===== src/rtl/pgm_pkg.sv =====
// Package for the pad GPIO and signal monitor multiplexer.
// Assumes a single 40 MHz clock domain and a plain register port.
package pgm_pkg;

  // Register offsets
  localparam logic [7:0] PGM_OFS_PAD_EN  = 8'h44;
  localparam logic [7:0] PGM_OFS_PAD_OUT = 8'h45;
  localparam logic [7:0] PGM_OFS_PAD_IN  = 8'h46;
  localparam logic [7:0] PGM_OFS_SIG_OUT = 8'h47;

  // Reset values
  localparam logic [7:0] PGM_RST_PAD_EN  = 8'h00;
  localparam logic [7:0] PGM_RST_PAD_OUT = 8'h00;
  localparam logic [7:0] PGM_RST_SIG_OUT = 8'h00;

  // Pad bit positions, shared by enable, value and input registers
  localparam int PGM_BIT_AUX_IN  = 7;
  localparam int PGM_BIT_CLK     = 6;
  localparam int PGM_BIT_HOST_IF_SEL_1 = 5;
  localparam int PGM_BIT_HOST_IF_SEL_0 = 4;
  localparam int PGM_BIT_TCK     = 3;
  localparam int PGM_BIT_TMS     = 2;
  localparam int PGM_BIT_TDI     = 1;
  localparam int PGM_BIT_TDO     = 0;
  localparam int PGM_NUM_PADS    = 8;

  // Signal-output register fields
  localparam int PGM_BIT_FAST    = 7;
  localparam int PGM_SEL_MSB     = 3;
  localparam int PGM_SEL_LSB     = 0;

  // Mask of the boundary-scan pads
  localparam logic [7:0] PGM_SCAN_MASK = 8'h0f;

  // Monitor source codes
  localparam logic [3:0] PGM_SEL_HIZ_A   = 4'h0;
  localparam logic [3:0] PGM_SEL_HIZ_B   = 4'h1;
  localparam logic [3:0] PGM_SEL_ZERO    = 4'h2;
  localparam logic [3:0] PGM_SEL_ONE     = 4'h3;
  localparam logic [3:0] PGM_SEL_TX_ENV  = 4'h4;
  localparam logic [3:0] PGM_SEL_TX_ACT  = 4'h5;
  localparam logic [3:0] PGM_SEL_SECURE  = 4'h6;
  localparam logic [3:0] PGM_SEL_RX_ENV  = 4'h7;
  localparam logic [3:0] PGM_SEL_RX_ACT  = 4'h8;
  localparam logic [3:0] PGM_SEL_RX_BIT  = 4'h9;

endpackage


===== src/rtl/pgm_top.sv =====
// Pad GPIO and signal monitor block: registers, pad control, monitor pin.
// Assumes a 40 MHz clock, synchronous pad inputs, plain register port.
//
// Contract
// - Enable bit 7 turns the aux input pin into a driven output.
// - Enable bit 6 replaces the clock output with a GPIO output.
// - Enable bits 5 and 4 turn the interface-select pins into outputs.
// - Enable bits 3 to 0 turn TCK, TMS, TDI and TDO into outputs.
// - With boundary scan on, the four scan pin enables are ignored.
// - Each output-value bit drives its pin, same order as enables.
// - The input register returns each pin's current input level.
// - Signal-output bit 7 selects fast pad switching.
// - Monitor codes 0h and 1h leave the monitor pin tri-stated.
// - Codes 2h and 3h drive constant 0 and constant 1.
// - Codes 4h and 5h show transmit envelope and transmit active.
// - Code 6h shows the secure-module serial signal.
// - Code 7h shows the receive envelope, meaningful at 106 kBd type A.
// - Codes 8h and 9h show receive active and the received bits.
module pgm_top (
  // Clock and reset
  input  wire logic       i_clk,
  input  wire logic       i_reset,
  // Register port
  input  wire logic [7:0] i_addr,
  input  wire logic [7:0] i_wdata,
  input  wire logic       i_wr,
  input  wire logic       i_rd,
  output logic      [7:0] o_rdata,
  // Device state
  input  wire logic       i_scan_active,
  // Alternate pad functions (clock out, scan outputs)
  input  wire logic [7:0] i_func_out,
  input  wire logic [7:0] i_func_oe,
  // Monitor sources
  input  wire logic       i_tx_envelope,
  input  wire logic       i_tx_active,
  input  wire logic       i_secure_module_serial_signal,
  input  wire logic       i_rx_envelope,
  input  wire logic       i_rx_active,
  input  wire logic       i_rx_bit,
  // Multi-purpose pads
  input  wire logic [7:0] i_pad_in,
  output logic      [7:0] o_pad_out,
  output logic      [7:0] o_pad_oe,
  // Monitor pin and pad speed
  output logic            o_monitor_output_pin,
  output logic            o_monitor_output_pin_oe,
  output logic            o_fast_pad_switching
);

  logic [7:0] pad_output_enable_reg;
  logic [7:0] pad_output_enable_next;
  logic [7:0] pad_output_value_reg;
  logic [7:0] pad_output_value_next;
  logic [7:0] signal_output_select_reg;
  logic [7:0] signal_output_select_next;
  logic [7:0] rdata_reg;
  logic [7:0] rdata_next;
  logic [3:0] monitor_source_select;

  // Register writes; reserved bits 6..4 of signal output stay zero
  always_comb begin
    pad_output_enable_next    = pad_output_enable_reg;
    pad_output_value_next     = pad_output_value_reg;
    signal_output_select_next = signal_output_select_reg;
    if (i_wr) begin
      unique case (i_addr)
        pgm_pkg::PGM_OFS_PAD_EN:  pad_output_enable_next = i_wdata;
        pgm_pkg::PGM_OFS_PAD_OUT: pad_output_value_next  = i_wdata;
        pgm_pkg::PGM_OFS_SIG_OUT: signal_output_select_next =
          i_wdata & 8'h8f;
        default: ;
      endcase
    end
  end

  // Read data, valid the cycle after the strobe only
  always_comb begin
    rdata_next = 8'h00;
    if (i_rd) begin
      unique case (i_addr)
        pgm_pkg::PGM_OFS_PAD_EN:  rdata_next = pad_output_enable_reg;
        pgm_pkg::PGM_OFS_PAD_OUT: rdata_next = pad_output_value_reg;
        pgm_pkg::PGM_OFS_PAD_IN:  rdata_next = i_pad_in;
        pgm_pkg::PGM_OFS_SIG_OUT: rdata_next = signal_output_select_reg;
        default:                  rdata_next = 8'h00;
      endcase
    end
  end

  // Register state
  always_ff @(posedge i_clk or posedge i_reset) begin
    if (i_reset) begin
      pad_output_enable_reg    <= pgm_pkg::PGM_RST_PAD_EN;
      pad_output_value_reg     <= pgm_pkg::PGM_RST_PAD_OUT;
      signal_output_select_reg <= pgm_pkg::PGM_RST_SIG_OUT;
      rdata_reg                <= 8'h00;
    end else begin
      pad_output_enable_reg    <= pad_output_enable_next;
      pad_output_value_reg     <= pad_output_value_next;
      signal_output_select_reg <= signal_output_select_next;
      rdata_reg                <= rdata_next;
    end
  end

  assign o_rdata = rdata_reg;

  assign o_fast_pad_switching =
    signal_output_select_reg[pgm_pkg::PGM_BIT_FAST];

  // Monitor source field of the signal-output register
  assign monitor_source_select =
    signal_output_select_reg[pgm_pkg::PGM_SEL_MSB:pgm_pkg::PGM_SEL_LSB];

  // Pad drive control
  pgm_pad_cell u_pads (
    .i_clk         (i_clk),
    .i_reset       (i_reset),
    .i_enable      (pad_output_enable_reg),
    .i_value       (pad_output_value_reg),
    .i_scan_active (i_scan_active),
    .i_func_out    (i_func_out),
    .i_func_oe     (i_func_oe),
    .o_pad_out     (o_pad_out),
    .o_pad_oe      (o_pad_oe)
  );

  // Monitor pin selector
  pgm_monitor_mux u_mon (
    .i_clk                         (i_clk),
    .i_reset                       (i_reset),
    .i_sel                         (monitor_source_select),
    .i_tx_envelope                 (i_tx_envelope),
    .i_tx_active                   (i_tx_active),
    .i_secure_module_serial_signal (i_secure_module_serial_signal),
    .i_rx_envelope                 (i_rx_envelope),
    .i_rx_active                   (i_rx_active),
    .i_rx_bit                      (i_rx_bit),
    .o_out                         (o_monitor_output_pin),
    .o_oe                          (o_monitor_output_pin_oe)
  );

endmodule


===== src/rtl/pgm_pad_cell.sv =====
// Per-pad drive selection for the eight multi-purpose pads.
// Assumes scan and clock functions come from elsewhere in the device.
module pgm_pad_cell (
  // Clock and reset
  input  wire logic       i_clk,
  input  wire logic       i_reset,
  // Control
  input  wire logic [7:0] i_enable,
  input  wire logic [7:0] i_value,
  input  wire logic       i_scan_active,
  // Alternate functions
  input  wire logic [7:0] i_func_out,
  input  wire logic [7:0] i_func_oe,
  // Pads
  output logic      [7:0] o_pad_out,
  output logic      [7:0] o_pad_oe
);

  logic [7:0] out_next;
  logic [7:0] oe_next;
  logic [7:0] out_reg;
  logic [7:0] oe_reg;

  // Per-pad choice between GPIO drive and the pin's own function
  genvar g;
  generate
    for (g = 0; g < pgm_pkg::PGM_NUM_PADS; g++) begin : g_pad
      logic gpio_sel;
      assign gpio_sel = i_enable[g] &&
        !(i_scan_active && pgm_pkg::PGM_SCAN_MASK[g]);
      assign out_next[g] = gpio_sel ? i_value[g] : i_func_out[g];
      assign oe_next[g]  = gpio_sel ? 1'b1 : i_func_oe[g];
    end
  endgenerate

  // Register pad drive
  always_ff @(posedge i_clk or posedge i_reset) begin
    if (i_reset) begin
      out_reg <= 8'h00;
      oe_reg  <= 8'h00;
    end else begin
      out_reg <= out_next;
      oe_reg  <= oe_next;
    end
  end

  assign o_pad_out = out_reg;
  assign o_pad_oe  = oe_reg;

endmodule


===== src/rtl/pgm_monitor_mux.sv =====
// Monitor pin source selector.
// Assumes internal status signals are synchronous to i_clk.
module pgm_monitor_mux (
  // Clock and reset
  input  wire logic       i_clk,
  input  wire logic       i_reset,
  // Selection
  input  wire logic [3:0] i_sel,
  // Internal sources
  input  wire logic       i_tx_envelope,
  input  wire logic       i_tx_active,
  input  wire logic       i_secure_module_serial_signal,
  input  wire logic       i_rx_envelope,
  input  wire logic       i_rx_active,
  input  wire logic       i_rx_bit,
  // Monitor pin
  output logic            o_out,
  output logic            o_oe
);

  logic out_next;
  logic oe_next;
  logic out_reg;
  logic oe_reg;

  // Source selection
  always_comb begin
    out_next = 1'b0;
    oe_next  = 1'b1;
    unique case (i_sel)
      pgm_pkg::PGM_SEL_HIZ_A,
      pgm_pkg::PGM_SEL_HIZ_B: oe_next = 1'b0;
      pgm_pkg::PGM_SEL_ZERO:   out_next = 1'b0;
      pgm_pkg::PGM_SEL_ONE:    out_next = 1'b1;
      pgm_pkg::PGM_SEL_TX_ENV: out_next = i_tx_envelope;
      pgm_pkg::PGM_SEL_TX_ACT: out_next = i_tx_active;
      pgm_pkg::PGM_SEL_SECURE: out_next = i_secure_module_serial_signal;
      pgm_pkg::PGM_SEL_RX_ENV: out_next = i_rx_envelope;
      pgm_pkg::PGM_SEL_RX_ACT: out_next = i_rx_active;
      pgm_pkg::PGM_SEL_RX_BIT: out_next = i_rx_bit;
      default:                 oe_next = 1'b0;
    endcase
  end

  // Register monitor drive
  always_ff @(posedge i_clk or posedge i_reset) begin
    if (i_reset) begin
      out_reg <= 1'b0;
      oe_reg  <= 1'b0;
    end else begin
      out_reg <= out_next;
      oe_reg  <= oe_next;
    end
  end

  assign o_out = out_reg;
  assign o_oe  = oe_reg;

endmodule


===== config.mk =====
export PLATFORM = sky130hd
export DESIGN_NAME = pgm_top
export DESIGN_NICKNAME = d
export VERILOG_FILES = /design/src/rtl/pgm_pkg.sv /design/src/rtl/pgm_top.sv /design/src/rtl/pgm_pad_cell.sv /design/src/rtl/pgm_monitor_mux.sv
export SDC_FILE = /design/constraint.sdc
export NUM_CORES = 1
export LEC_CHECK = 0
export ABC_AREA = 1
export BUFFER_PORTS_ARGS = -buffer_cell sky130_fd_sc_hd__buf_4
export CAP_MARGIN = 20
export CORE_MARGIN = 2
export CORE_UTILIZATION = 44
export CTS_CLUSTER_DIAMETER = 200
export DETAILED_ROUTE_END_ITERATION = 10
export PLACE_DENSITY = 0.75
export SLEW_MARGIN = 20
export SYNTH_ARGS = -nofsm -noshare
export SYNTH_HDL_FRONTEND = slang
export SYNTH_SLANG_ARGS = --single-unit

===== constraint.sdc =====
create_clock -name i_clk -period 1.3 [get_ports i_clk]
set_input_delay 0.26 -clock i_clk [delete_from_list [all_inputs] [get_ports i_clk]]
set_output_delay 0.26 -clock i_clk [all_outputs]
set_load 0.02 [all_outputs]

==> Word-level counts from Yosys, hierarchy flattened <==
Cells that the tools add are included.
{ "word_totals": {"register_bits": 47, "inputBits": 51, "output_inout_bits": 27, "word_cells": 49} }
{ "classes": {"eq_ne": 12, "mux": 20, "reduce_logical": 9} }
{ "op_table": {"columns": ["op", "count"], "rows": [
  ["8-bit by 7-bit equality test with 1-bit output (second input constant)", 4],
  ["8-bit one-hot mux with 4 select lines", 1],
  ["1-bit 2-to-1 mux", 17],
  ["4-bit by 3-bit equality test with 1-bit output (second input constant)", 4],
  ["4-bit by 2-bit equality test with 1-bit output (second input constant)", 2],
  ["4-bit equality test (second input constant)", 2],
  ["8-bit 2-to-1 mux", 1],
  ["8-bit OR reduction", 1],
  ["1-bit one-hot mux with 7 select lines", 1],
  ["2-bit AND reduction", 3],
  ["1-bit logical AND", 4],
  ["1-bit zero test", 1]
]} }

==> Logic depth before layout (Yosys ltp) <==
{ "logic_depth": {"word_depth": 3, "mapped_depth": 8, "mapped_depth_nobuf": 7} }

==> Modules after synthesis <==
A second synthesis with hierarchy kept.
{ "hier_totals": {"hier_cells": 272, "hier_area_um2": 2275.9} }
{ "by_module_without_submodules": {"columns": ["mod", "instances", "cells_each", "area_per_inst_um2", "seq_area_each_um2"], "rows": [
  ["pgm_top", 1, 183, 1527.7, 725.7],
  ["pgm_pad_cell", 1, 58, 578.1, 400.4],
  ["pgm_monitor_mux", 1, 31, 170.2, 50.0]
]} }

==> Worst setup path after synthesis <==
No wires, ideal clock.
{ "synth_timing": {"kind": "input-to-reg", "startpoint": "input i_addr[7]", "endpoint": "register signal_output_select_reg[7]", "setup_ps": 124, "t_arrival_ps": 965, "required_time_ps": 1176, "path_slack_ps": 212, "stages": 7, "n_path_buf": 1, "cell_sequence": "inv_2 nand2_1 nor2_4 buf_6 nand2_4 o21ai_0 nand2_1"} }
{ "synth_via": {"elab_chain_len": 2} }
{ "synth_rtl": {"columns": ["item", "line_no", "source"], "rows": [
  ["start: declaration", "pgm_top.sv:24", "input wire logic [7:0] i_addr,"],
  ["8-bit by 7-bit equality test with 1-bit output", "pgm_top.sv:67", "unique case (i_addr)"],
  ["2-bit AND reduction (no source line)", null, null],
  ["end signal: assignment", "pgm_top.sv:96", "signal_output_select_reg <= pgm_pkg::PGM_RST_SIG_OUT;"],
  ["end signal: assignment", "pgm_top.sv:101", "signal_output_select_reg <= signal_output_select_next;"],
  ["end: declaration", "pgm_top.sv:55", "logic [7:0] signal_output_select_reg;"]
]} }
Every way passes these cells.
A chain may end at the register's enable or synchronous reset.

==> Final worst setup path <==
{ "layout_timing": {"startpoint": "register signal_output_select_reg[7]", "endpoint": "output o_fast_pad_switching"} }
{ "layout_lines": {"columns": ["item", "line_no", "source"], "rows": [
  ["end: declaration", "pgm_top.sv:48", "output logic o_fast_pad_switching"]
]} }
No word-level cell between the ends.

==> impl_metrics.tcl <==
set metrics [dict create \
    final_common_cell "buf_4" \
    multi_input_area_sq_um 825 \
    p_int_mw 2.21 \
    fmax_mhz 890 \
    final_nets 384 \
    num_antenna_cells 0 \
    fin_tns_setup_ns 0 \
    crit_arrival_ns 0.86 \
    die_h_microns 74.4 \
    ys_ff_latch 47 \
    nFillCells 456 \
    path_delay_family "flip-flops" \
    root_buffer "clkbuf_8" \
    ios 78 \
    hold_path_class "in -> async" \
    sw_frac_of_total_pct 26.2 \
    clockBufferDepth 2 \
    wl_microns 4790 \
    clkLatencyLatePin_ns 0.30 \
    total_leakage_power_nw 1.65 \
    synth_area_sq_um 2180 \
    drt-vias-per-instance 4.61 \
    drt_iter0_markers 114 \
    clk_pin_slew_ns 0.08 \
    syn_nets 300 \
    cp.depth 1 \
    p_sw_mw 0.786 \
    layout_common_cells "buf_4 (79), nand2_1 (67), dfrtp_1 (47)" \
    firstDrtPassIters 4 \
    gp_congestion 0.797 \
    worst_pin_slew_ns 0.519 \
    power_mw 3.00 \
    grt_pass1_vias 1706 \
    finalCritPeriodShare_pct 86.4 \
    core_area_sq_um 4750 \
    synth_cell_types 20 \
    worst_hold_slack_ns -0.000358 \
    irDropWorstVdd_v 0.000616 \
    cts_tree "built" \
    cts_buffers 5 \
    min_period_ns 1.12 \
    max_stage_delay_ns 0.40 \
    worstPathCellList "buf_4" \
    avgSynthCellArea_sq_um 8.75 \
    comb_power_share_pct 15.9 \
    num_rows 25 \
    gr-usage-all-layers_pct 19.0 \
    overflow 0 \
    synth_cells 249 \
    wl_per_cell_microns 12.0 \
    ys.warnings.count 0 \
    via_count 1850 \
    ys_seq_area_share_pct 54.0 \
    start_util_pct 45.8 \
    cts_resized 0 \
    p_seq_share_pct 53.6 \
    ant_nets 0 \
    skew_ns 0.00505 \
    cts.sinks 47 \
    final_util_pct 62.4 \
    dieWidth_microns 74.4 \
    end_kind "primary output" \
    start_kind "register" \
    violations "negative hold slack" \
    h-tree-depth 2 \
    setup_slack_ns 0.177 \
    power_density_nw_per_um2 1010 \
    hold_viol 2 \
    grt_max_degree 48 \
    hold_buffers 0 \
    path_max_fanout 3 \
    cp_slowest_cell "dfrtp_1" \
    dpl.hpwl_microns 3760 \
    final-seq-area_sq_um 1180 \
    drc_errors 0 \
    final_layout_size_suffix_gt1_share_pct 32.3 \
    slew_headroom_pct 65.3 \
    rsz0062_at_grt "false" \
    path_class "reg -> out" \
    worstPathBufferInverterCount 1 \
    required_ns 1.04 \
    antenna_found_initial 0 \
    final_max_slew_viol_count 0 \
    grt_pass1_wl_microns 7850 \
    pwr-share-clk_pct 30.5 \
    port_buffers 77 \
    die-area_sq_um 5530 \
    postCtsSetupBuffers 0 \
    status "complete, but fails checks" \
    r2r_cells 6 \
    maxCapViolations 0 \
    syn_to_final_growth_pct 36.2 \
    setup_viol 0 \
    post-place-ws_ns -0.0358 \
]
[per-layer routing]
metal  vias to the layer above  wire (microns)  GRT usage, %
li1                        950               -             -
met1                       818            2150          25.0
met2                        76            2180          28.9
met3                         6             398          6.78
met4                         0              68          7.34
met5                         -               0             0
[final cells by class]
cell class / instances / area share (%)
tap: 67 / 2.82
sequential: 47 / 39.6
multi-input combinational: 162 / 27.8
inverter: 35 / 4.55
clock inverter: 1 / 0.295
timing repair buffer: 82 / 22.0
clock buffer: 7 / 2.91
[worst register-to-register path, cell delays in order, from the launching register on]
cell and delay [ns]:
dfrtp_1 0.41, inv_1 0.09, nor2_1 0.12, o211ai_1 0.09, nand2_1 0.07, nand2_1 0.04
o31ai_1 0.06
[stage by stage]
step,std cells,instance area [sq um]
2_1_floorplan,249,2180
3_3_place_gp,393,2870
3_5_place_dp,393,2870
4_1_cts,401,2970
5_1_grt,401,2970
6_report,401,2970
[synth_stat cells]
library cell,number,share of area (%)
nor2_4,2,1.0
nor2_2,2,0.57
inv_1,33,5.7
dfrtp_1,47,54
nand2_1,67,12
nor2_1,12,2.1
o211ai_1,2,0.69
o21ai_1,16,3.7
buf_2,1,0.23
or2_2,4,1.1
a21oi_1,1,0.23
nand3_1,32,7.4
nor3_1,1,0.23
inv_2,2,0.34
o21ai_0,14,3.2
buf_4,1,0.34
nor2_8,4,3.7
nand2_4,4,2.1
o31ai_1,1,0.34
buf_6,3,1.6
[power by group through the flow]
stage	Sequential, mW	Clock [mW]	Combinational, mW
after floorplan	1.68	0	0.171
after global placement	1.63	0	0.472
after CTS	1.61	0.932	0.482
after detailed placement	1.63	0	0.481
final	1.61	0.914	0.476
after global routing	1.62	1.00	0.526
[path summary, 6_finish.rpt]
kind                       slack (ns)                       endpoint                                     from
min reg2reg                      0.50   u_pads.o_pad_oe[6]$_DFF_PP0_     pad_output_enable_reg[6]$_DFFE_PP0P_
max reg2reg                      0.31          u_mon.o_out$_DFF_PP0_  signal_output_select_reg[2]$_DFFE_PP0P_
max                              0.18           o_fast_pad_switching  signal_output_select_reg[7]$_DFFE_PP0P_
min in group i_clk               0.13   u_pads.o_pad_oe[1]$_DFF_PP0_                             i_func_oe[1]
max in group asynchronous        1.07   u_pads.o_pad_oe[4]$_DFF_PP0_                                  i_reset
min                           -0.0004  u_pads.o_pad_out[5]$_DFF_PP0_                                  i_reset
[logic make-up after synthesis]
logic type	share of synthesized area (%)
AO/OA/AOI/OAI	8.16
buffers and inverters	8.16
flip-flops	54.0
AND/OR/NAND/NOR	29.7
Note: power is estimated with default switching activity, not from simulation.
